[config.mk]
export PLATFORM = sky130hd
export DESIGN_NAME = smfc_switch_regs
export DESIGN_NICKNAME = d
export VERILOG_FILES = /design/src/hw/smfc_pkg.sv /design/src/hw/smfc_switch_regs.sv
export SDC_FILE = /design/constraint.sdc
export NUM_CORES = 1
export LEC_CHECK = 0
export BUFFER_PORTS_ARGS = -buffer_cell sky130_fd_sc_hd__buf_2
export CAP_MARGIN = 10
export CELL_PAD_IN_SITES_DETAIL_PLACEMENT = 0
export CELL_PAD_IN_SITES_GLOBAL_PLACEMENT = 1
export CORE_MARGIN = 2
export CORE_UTILIZATION = 35
export CTS_BUF_LIST = sky130_fd_sc_hd__clkbuf_4 sky130_fd_sc_hd__clkbuf_8
export DETAILED_ROUTE_END_ITERATION = 8
export PLACE_DENSITY_LB_ADDON = 0.1
export SLEW_MARGIN = 20
export SYNTH_ARGS = -nofsm -noshare
export SYNTH_HDL_FRONTEND = slang
export SYNTH_SLANG_ARGS = --single-unit
export TNS_END_PERCENT = 20
[constraint.sdc]
create_clock -name CLK_I -period 1.9 [get_ports CLK_I]
set_clock_uncertainty 0.05 [all_clocks]
set_input_delay 0.38 -clock CLK_I [delete_from_list [all_inputs] [get_ports CLK_I]]
set_output_delay 0.38 -clock CLK_I [all_outputs]
set_load 0.03 [all_outputs]
[src/hw/smfc_pkg.sv]
// Shared constants for the switch-matrix full-control register bank.
package smfc_pkg;

   // Bus geometry.
   localparam int          ADDR_W = 16;
   localparam int          DATA_W = 32;
   localparam int          STRB_W = DATA_W / 8;

   // Register byte addresses.
   localparam logic [15:0] DRIVE_FULL_ADDR = 16'h2150;
   localparam logic [15:0] NEG_FULL_ADDR   = 16'h2154;
   localparam logic [15:0] GROUP_CTRL_ADDR = 16'h2160;

   // Reset values.
   localparam logic [31:0] DRIVE_FULL_RST = 32'h0000_0000;
   localparam logic [31:0] NEG_FULL_RST   = 32'h0000_0000;
   localparam logic [31:0] GROUP_CTRL_RST = 32'h0000_0F0F;

   // Bits that hold storage; every other bit reads as zero.
   localparam logic [31:0] DRIVE_WR_MASK = 32'h0000_00FF;
   localparam logic [31:0] NEG_WR_MASK   = 32'h0000_0F7F;
   localparam logic [31:0] GROUP_WR_MASK = 32'h0001_0F0F;

   // Bits that reach a switch.
   localparam logic [7:0]  DRIVE_SW_MASK = 8'hDF;
   localparam logic [11:0] NEG_SW_MASK   = 12'hF7F;

   // Drive-node switch positions.
   localparam int DRV_FRONT_END_3_BIT = 7;
   localparam int DRV_SENSOR_EL_BIT   = 6;
   localparam int DRV_COUNTER_EL_BIT  = 4;
   localparam int DRV_ANALOG_IN_3_BIT = 3;
   localparam int DRV_ANALOG_IN_2_BIT = 2;
   localparam int DRV_ANALOG_IN_1_BIT = 1;
   localparam int DRV_CAL_RES_A_BIT   = 0;

   // Negative-node switch positions.
   localparam int NEG_TIA_ALT_BIT   = 11;
   localparam int NEG_TIA_BIT       = 10;
   localparam int NEG_CAL_RES_B_BIT = 9;

   // Grouped control fields.
   localparam int SRC_SEL_BIT = 16;
   localparam int NMUX_LSB    = 8;
   localparam int DMUX_LSB    = 0;

   // Bus responses.
   localparam logic [1:0] RESP_OKAY   = 2'b00;
   localparam logic [1:0] RESP_SLVERR = 2'b10;

endpackage

[src/hw/smfc_switch_regs.sv]
// Functional notes
// [RULE1] Drive-node register at 0x2150, resets to zero, all drive switches open.
// [RULE2] Drive bit 7 closes drive node to front end pin 3 when set.
// [RULE3] Drive bit 6 closes drive node to sensor electrode pin when set.
// [RULE4] Drive bit 4 closes output node to counter electrode pin when set.
// [RULE5] Drive bit 3 closes output node to analog input 3 when set.
// [RULE6] Drive bit 2 closes output node to analog input 2 when set.
// [RULE7] Drive bit 1 closes output node to analog input 1 when set.
// [RULE8] Drive bit 0 closes output node to calibration resistor pin A.
// [RULE9] Negative-node register at 0x2154, resets to zero, all switches open.
// [RULE10] Negative bit 11 closes the alternate TIA shorting switch.
// [RULE11] Negative bit 10 shorts negative node to high speed TIA input.
// [RULE12] Every switch follows only its own bit, independent of the others.
// [RULE13] Full-control registers govern switches only while source select is 1.
// [RULE14] With source select 0 the grouped mux fields drive the switches.
// [RULE15] Negative bits from 9 downward each control one further switch; here bit 7 has no switch and is not stored.
// [RULE16] Upper reserved fields read zero; writing them changes no switch.
`timescale 1ns/1ns
`default_nettype none

module smfc_switch_regs (
   // Clock and reset.
   input  wire logic                        CLK_I,
   input  wire logic                        RST_I,
   // Write address channel.
   input  wire logic [smfc_pkg::ADDR_W-1:0] AXI_AWADDR_I,
   input  wire logic                        AXI_AWVALID_I,
   output logic                             AXI_AWREADY_O,
   // Write data channel.
   input  wire logic [smfc_pkg::DATA_W-1:0] AXI_WDATA_I,
   input  wire logic [smfc_pkg::STRB_W-1:0] AXI_WSTRB_I,
   input  wire logic                        AXI_WVALID_I,
   output logic                             AXI_WREADY_O,
   // Write response channel.
   output logic [1:0]                       AXI_BRESP_O,
   output logic                             AXI_BVALID_O,
   input  wire logic                        AXI_BREADY_I,
   // Read address channel.
   input  wire logic [smfc_pkg::ADDR_W-1:0] AXI_ARADDR_I,
   input  wire logic                        AXI_ARVALID_I,
   output logic                             AXI_ARREADY_O,
   // Read data channel.
   output logic [smfc_pkg::DATA_W-1:0]      AXI_RDATA_O,
   output logic [1:0]                       AXI_RRESP_O,
   output logic                             AXI_RVALID_O,
   input  wire logic                        AXI_RREADY_I,
   // Switch closures, one bit per switch, high closes.
   output logic [7:0]                       DRIVE_SW_O,
   output logic [11:0]                      NEG_SW_O
);
   import smfc_pkg::*;

   logic [31:0] drive_q;
   logic [31:0] neg_q;
   logic [31:0] group_q;
   logic        aw_held_q;
   logic [15:0] aw_addr_q;
   logic        w_held_q;
   logic [31:0] w_data_q;
   logic [3:0]  w_strb_q;
   logic        bvalid_q;
   logic [1:0]  bresp_q;
   logic        rvalid_q;
   logic [31:0] rdata_q;
   logic [1:0]  rresp_q;
   logic [7:0]  drive_sw_q;
   logic [11:0] neg_sw_q;
   logic        aw_take;
   logic        w_take;
   logic        ar_take;
   logic        wr_do;
   logic [15:0] wr_addr;
   logic [31:0] wr_data;
   logic [3:0]  wr_strb;
   logic        wr_hit;
   logic [7:0]  drive_sw_d;
   logic [11:0] neg_sw_d;

   // Merge new data into old data under the byte strobes and the storage mask.
   function automatic logic [31:0] merge_strb(input logic [31:0] old_v,
                                              input logic [31:0] new_v,
                                              input logic [3:0]  strb,
                                              input logic [31:0] mask);
      logic [31:0] res;
      res = old_v;
      for (int i = 0; i < 4; i++) begin
         if (strb[i]) begin
            res[i*8 +: 8] = new_v[i*8 +: 8];
         end
      end
      return res & mask;
   endfunction

   // True when the address names one of the three registers.
   function automatic logic addr_mapped(input logic [15:0] a);
      return (a == DRIVE_FULL_ADDR) || (a == NEG_FULL_ADDR) || (a == GROUP_CTRL_ADDR);
   endfunction

   // Grouped drive mux: one code closes one switch, code 9 closes them all.
   function automatic logic [7:0] dmux_decode(input logic [3:0] code);
      logic [7:0] sw;
      sw = 8'h00;
      unique case (code)
         4'h1: sw[DRV_CAL_RES_A_BIT] = 1'b1;
         4'h2: sw[DRV_ANALOG_IN_1_BIT] = 1'b1;
         4'h3: sw[DRV_ANALOG_IN_2_BIT] = 1'b1;
         4'h4: sw[DRV_ANALOG_IN_3_BIT] = 1'b1;
         4'h5: sw[DRV_COUNTER_EL_BIT] = 1'b1;
         4'h7: sw[DRV_SENSOR_EL_BIT] = 1'b1;
         4'h8: sw[DRV_FRONT_END_3_BIT] = 1'b1;
         4'h9: sw = DRIVE_SW_MASK;
         default: sw = 8'h00;
      endcase
      return sw;
   endfunction

   // Grouped negative mux; the code for the unbuilt switch leaves all open.
   function automatic logic [11:0] nmux_decode(input logic [3:0] code);
      logic [11:0] sw;
      sw = 12'h000;
      unique case (code)
         4'h0: sw[NEG_TIA_BIT] = 1'b1;
         4'h1: sw[0] = 1'b1;
         4'h2: sw[1] = 1'b1;
         4'h3: sw[2] = 1'b1;
         4'h4: sw[3] = 1'b1;
         4'h5: sw[4] = 1'b1;
         4'h6: sw[5] = 1'b1;
         4'h7: sw[6] = 1'b1;
         4'h9: sw[8] = 1'b1;
         4'hA: sw[NEG_CAL_RES_B_BIT] = 1'b1;
         4'hB, 4'hC, 4'hD, 4'hE: sw[NEG_TIA_ALT_BIT] = 1'b1;
         default: sw = 12'h000;
      endcase
      return sw;
   endfunction

   // Write channel handshakes; both stall while a response waits.
   assign AXI_AWREADY_O = !aw_held_q && !bvalid_q;
   assign AXI_WREADY_O  = !w_held_q && !bvalid_q;
   assign aw_take       = AXI_AWVALID_I && AXI_AWREADY_O;
   assign w_take        = AXI_WVALID_I && AXI_WREADY_O;
   assign wr_do         = (aw_held_q || aw_take) && (w_held_q || w_take);
   assign wr_addr       = aw_held_q ? aw_addr_q : AXI_AWADDR_I;
   assign wr_data       = w_held_q ? w_data_q : AXI_WDATA_I;
   assign wr_strb       = w_held_q ? w_strb_q : AXI_WSTRB_I;
   assign wr_hit        = addr_mapped(wr_addr);

   // Hold an address or data beat that arrives ahead of its partner.
   always_ff @(posedge CLK_I) begin
      if (RST_I) begin
         aw_held_q <= 1'b0;
         aw_addr_q <= 16'h0000;
         w_held_q  <= 1'b0;
         w_data_q  <= 32'h0000_0000;
         w_strb_q  <= 4'h0;
      end else begin
         aw_held_q <= (aw_held_q || aw_take) && !wr_do;
         w_held_q  <= (w_held_q || w_take) && !wr_do;
         if (aw_take) begin
            aw_addr_q <= AXI_AWADDR_I;
         end
         if (w_take) begin
            w_data_q <= AXI_WDATA_I;
            w_strb_q <= AXI_WSTRB_I;
         end
      end
   end

   // Write response; unmapped addresses answer with a slave error.
   always_ff @(posedge CLK_I) begin
      if (RST_I) begin
         bvalid_q <= 1'b0;
         bresp_q  <= RESP_OKAY;
      end else if (wr_do) begin
         bvalid_q <= 1'b1;
         bresp_q  <= wr_hit ? RESP_OKAY : RESP_SLVERR;
      end else if (AXI_BREADY_I) begin
         bvalid_q <= 1'b0;
      end
   end

   assign AXI_BVALID_O = bvalid_q;
   assign AXI_BRESP_O  = bresp_q;

   // Register storage; the masks keep reserved bits at zero.
   // [RULE1] [RULE9] zero reset
   // [RULE16] reserved bits dropped
   always_ff @(posedge CLK_I) begin
      if (RST_I) begin
         drive_q <= DRIVE_FULL_RST;
         neg_q   <= NEG_FULL_RST;
         group_q <= GROUP_CTRL_RST;
      end else if (wr_do) begin
         if (wr_addr == DRIVE_FULL_ADDR) begin
            drive_q <= merge_strb(drive_q, wr_data, wr_strb, DRIVE_WR_MASK);
         end
         if (wr_addr == NEG_FULL_ADDR) begin
            neg_q <= merge_strb(neg_q, wr_data, wr_strb, NEG_WR_MASK);
         end
         if (wr_addr == GROUP_CTRL_ADDR) begin
            group_q <= merge_strb(group_q, wr_data, wr_strb, GROUP_WR_MASK);
         end
      end
   end

   // Read channel: one answer at a time, data registered one cycle later.
   assign AXI_ARREADY_O = !rvalid_q;
   assign ar_take       = AXI_ARVALID_I && AXI_ARREADY_O;

   always_ff @(posedge CLK_I) begin
      if (RST_I) begin
         rvalid_q <= 1'b0;
         rdata_q  <= 32'h0000_0000;
         rresp_q  <= RESP_OKAY;
      end else if (ar_take) begin
         rvalid_q <= 1'b1;
         rresp_q  <= addr_mapped(AXI_ARADDR_I) ? RESP_OKAY : RESP_SLVERR;
         unique case (AXI_ARADDR_I)
            DRIVE_FULL_ADDR: rdata_q <= drive_q;
            NEG_FULL_ADDR:   rdata_q <= neg_q;
            GROUP_CTRL_ADDR: rdata_q <= group_q;
            default:         rdata_q <= 32'h0000_0000;
         endcase
      end else if (AXI_RREADY_I) begin
         rvalid_q <= 1'b0;
      end
   end

   assign AXI_RVALID_O = rvalid_q;
   assign AXI_RDATA_O  = rdata_q;
   assign AXI_RRESP_O  = rresp_q;

   // Pick the switch source. The grouped path closes one switch at a time, or every
   // drive switch with drive code 9, so software needing odd combinations must use the full path.
   always_comb begin
      // [RULE13] full path selected
      if (group_q[SRC_SEL_BIT]) begin
         // [RULE2] [RULE3] [RULE4] [RULE5] [RULE6] [RULE7] [RULE8] bit per switch
         // [RULE12] independent bits
         drive_sw_d = drive_q[7:0] & DRIVE_SW_MASK;
         // [RULE10] [RULE11] [RULE15] negative bits
         neg_sw_d   = neg_q[11:0] & NEG_SW_MASK;
      end else begin
         // [RULE14] grouped mux path
         drive_sw_d = dmux_decode(group_q[DMUX_LSB +: 4]);
         neg_sw_d   = nmux_decode(group_q[NMUX_LSB +: 4]);
      end
   end

   // Registered switch drive so the analog controls never see a glitch.
   always_ff @(posedge CLK_I) begin
      if (RST_I) begin
         drive_sw_q <= 8'h00;
         neg_sw_q   <= 12'h000;
      end else begin
         drive_sw_q <= drive_sw_d;
         neg_sw_q   <= neg_sw_d;
      end
   end

   assign DRIVE_SW_O = drive_sw_q;
   assign NEG_SW_O   = neg_sw_q;
endmodule

`default_nettype wire

==> impl_metrics.toml <==
[worst_setup_path]
crit_buf_inv = 2
cp-end-kind = "register"
crit_arrival_ns = 2.22
crit_required_ns = 2.12
reg2reg_slack_ns = -0.09
startpoint_type = "register"
worstSetupPathType = "reg -> reg"
cpMaxStageDelayCell = "dfxtp_4"
path_cells = "buf_6, nor3b_4, o22ai_2, nand2b_4, nor4_4, buf_6, mux2_2"
path_max_fanout = 7
cp_top_family = "simple AND/OR/NAND/NOR gates"
crit_path_max_incr_delay_ns = 0.38
cpMostUsedCell = "buf_6"

[timing]
tightestPinTransition_ns = 0.742
period_needed_ns = 1.99
rsz0062_at_grt = "yes"
max_freq_mhz = 502
setup_ws_ns = -0.0929
setup_viol = 27
slew_viol_final = 0
max-slew-margin-rel = 0.491
finalCritPeriodShare = 1.05
timing.final.hold_violations = 0

[clock_network]
worst_setup_hold_path_clk_slew_ns = 0.09
clk_path_buf_depth = 2
cts_tree = "yes"
clock_sinks = 97
cts_max_level = 3
hold_buffers = 0
cts_buffers = 9
ctsRootBufferMaster = "clkbuf_8"
worstSkewPairLatency_ns = 0.37

[detailed_routing]
drc_errors = 0
wire_per_inst_um = 13.6
m1WireLength_mm = 5.83
wirelength_mm = 11.0
drt_iter0_drc = 124
vias = 3785
wl_met2_mm = 4.61
antenna_left = 0
top_layer = "met4"
viasPerCell = 4.67
met3_length_um = 522
drtPass1Iterations = 4

[pwr]
sequentialPowerShare = 0.498
switching_share = 0.276
comb_power_share = 0.148
powerDensity_nw_per_um2 = 741
p_leak_nw = 2.43
p_switching_w = 0.00119
power_frac_clock = 0.354
p_int_w = 0.00312
peakVddDrop_mv = 0.501

[floorplanning]
rows = 41
fp.dieW_um = 118
initial_core_util = 0.361
io_pins = 136
dieArea_um2 = 14000
core_um2 = 12700
die_h_um = 118

[synthesis]
syn_area_um2 = 4580
seq_area_frac_synth = 0.424
synth.avg_cell_area_um2 = 8.75
ys_seq_elements = 97
ys.flop_type = "dfxtp_1"
synth_top_area_share = 0.424
synth.area.top_cells = "dfxtp_1 (42%), mux2_2 (9.1%), a21oi_1 (6.8%), nand2_1 (6.2%), nor2_1 (4.2%)"
synth.distinct_cells = 44
async_flop_share = 0
yosys.area.top_type = "dfxtp_1"
syn-instance-count = 523
yosysWarnings = 0
synth-edff-count = 0

[cells_and_area]
post-route-cell-area_um2 = 5820
nets = 709
fillers = 1310
area_delta_synth_final_pct = 27.1
fin_util = 0.459
diodes = 0
drive_above_1_share = 0.343

[status]
status = "complete, but fails checks"
violations = "negative setup slack"

[placed_design]
dpl_cell_area_um2 = 5330
hpwl_mm = 7.89
gp_congestion = 0.755
portBuffers = 92

[grt]
overflow = 0
grtUsageTotal = 0.161
antenna_found_initial = 0
grt_pass1_vias = 3513
grt_max_degree = 68
grt_pass1_wl_mm = 18.1

[run]
maxCapViolCount = 0

[min_path]
hp-class = "in -> reg"
-- worst paths after layout --
path | startpoint | end | cells after the start
setup / recovery | aw_held_q | neg_q[1] | 7
hold reg to reg | AXI_RDATA_O[5] | AXI_RDATA_O[5] | 2
hold / removal | AXI_RREADY_I | AXI_RVALID_O | 2
setup reg to reg | aw_held_q | neg_q[1] | 7
-- timing repair --
action,CTS,global route
gates resized for setup,36,7
setup buffers,5,2
pin swaps,9,4
endpoints found under the setup margin,28,28
-- kinds of logic (layout without fill, tap and decap cells) --
family,Yosys count,in the layout,synth area share
AND/OR/NAND/NOR,227,227,0.265
AO/OA/AOI/OAI,85,85,0.110
other,1,23,0.000819
multiplexers,54,54,0.128
buffers and inverters,57,151,0.0678
flip-flops,97,97,0.424
XOR/XNOR,2,2,0.00383
-- per-stage QoR --
step | setup slack, ns | std cells | hold slack, ns | TNS (ns) | total power [W]
floorplan | -0.0658 | 545 | 0.382 | -1.51 | 0.00261
global placement | -0.222 | 788 | 0.388 | -5.69 | 0.00278
detailed placement | -0.261 | 788 | 0.392 | -5.92 | 0.00279
CTS | -0.106 | 809 | 0.105 | -2.32 | 0.00434
global route | -0.151 | 811 | 0.110 | -3.18 | 0.00451
finish | -0.0929 | 811 | 0.135 | -1.44 | 0.00431
-- cell type report --
| type | instances | area, µm² | area share |
|---|---|---|---|
| multi-input cells | 391 | 2610 | 0.449 |
| clock buffers | 10 | 138 | 0.0237 |
| flip-flops and latches | 97 | 1950 | 0.335 |
| repair buffers | 132 | 805 | 0.138 |
| well taps | 172 | 215 | 0.0370 |
| clock inverters | 6 | 91.3 | 0.0157 |
| inverters | 3 | 11.3 | 0.00194 |
-- layout by cell type (no fill, tap or decap), drive strengths merged, types with 3 or more instances in the layout --
cell      instances
inv               3
dfxtp            97
and3b             3
clkinvlp          3
nor3b             4
conb             23
mux2i            17
a211oi            7
clkbuf           10
nand2b           16
nand2            76
nor2b            21
mux2             37
nor2             51
a21oi            63
nor4             14
a22o              8
nand3             8
or2               8
nor4b             4
buf             132
o22ai             3
nor3             10
-- metal layers --
| layer | vias to the layer above | GRT usage |
|---|---|---|
| li1 | 1969 | - |
| met1 | 1733 | 0.234 |
| met2 | 78 | 0.230 |
| met3 | 5 | 0.0521 |
| met4 | 0 | 0.0339 |
| met5 | - | 0 |
-- worst register-to-register path, delay by kind of cell (launching register included) --
kind,cells,cell delay (ns)
AND/OR/NAND/NOR,3,0.68
flip-flops,1,0.38
multiplexers,1,0.34
buffers and inverters,2,0.32
AO/OA/AOI/OAI,1,0.13
-- cells in the mapped netlist, types with 2 or more instances --
| cell type | n |
|---|---|
| nand3_1 | 8 |
| inv_1 | 3 |
| nand2_1 | 76 |
| a211oi_1 | 7 |
| and3b_1 | 3 |
| mux2i_1 | 17 |
| a22o_1 | 8 |
| nand2b_1 | 16 |
| nor4bb_1 | 2 |
| nor2b_1 | 21 |
| nor3_1 | 9 |
| and2_1 | 2 |
| clkbuf_1 | 22 |
| nand3b_1 | 2 |
| nor4_4 | 4 |
| a21oi_1 | 62 |
| xnor2_1 | 2 |
| nor4b_1 | 2 |
| mux2_2 | 37 |
| nor2_1 | 51 |
| nor4_1 | 10 |
| nor3b_1 | 4 |
| or2_2 | 8 |
| buf_4 | 23 |
| dfxtp_1 | 97 |
| buf_2 | 2 |
| o22ai_1 | 3 |
| buf_1 | 6 |
-- state kept, by name, summed over array words and instances, names as in the netlist --
signal / count
w_data_q: 13
drive_q: 8
w_held_q: 1
AXI_BVALID_O: 1
AXI_RDATA_O: 13
group_q: 9
NEG_SW_O: 11
AXI_BRESP_O: 1
AXI_RRESP_O: 1
aw_held_q: 1
DRIVE_SW_O: 7
AXI_RVALID_O: 1
aw_addr_q: 16
neg_q: 11
w_strb_q: 3
-- power groups by stage --
stage | clock network [W] | logic [W] | registers [W]
after global placement | 0 | 0.000588 | 0.00219
after detailed placement | 0 | 0.000594 | 0.00219
after floorplan | 0 | 0.000406 | 0.00221
after CTS | 0.00157 | 0.000626 | 0.00214
final | 0.00152 | 0.000638 | 0.00215
after global routing | 0.00165 | 0.000703 | 0.00216
Power figures use the tool's default switching activity.
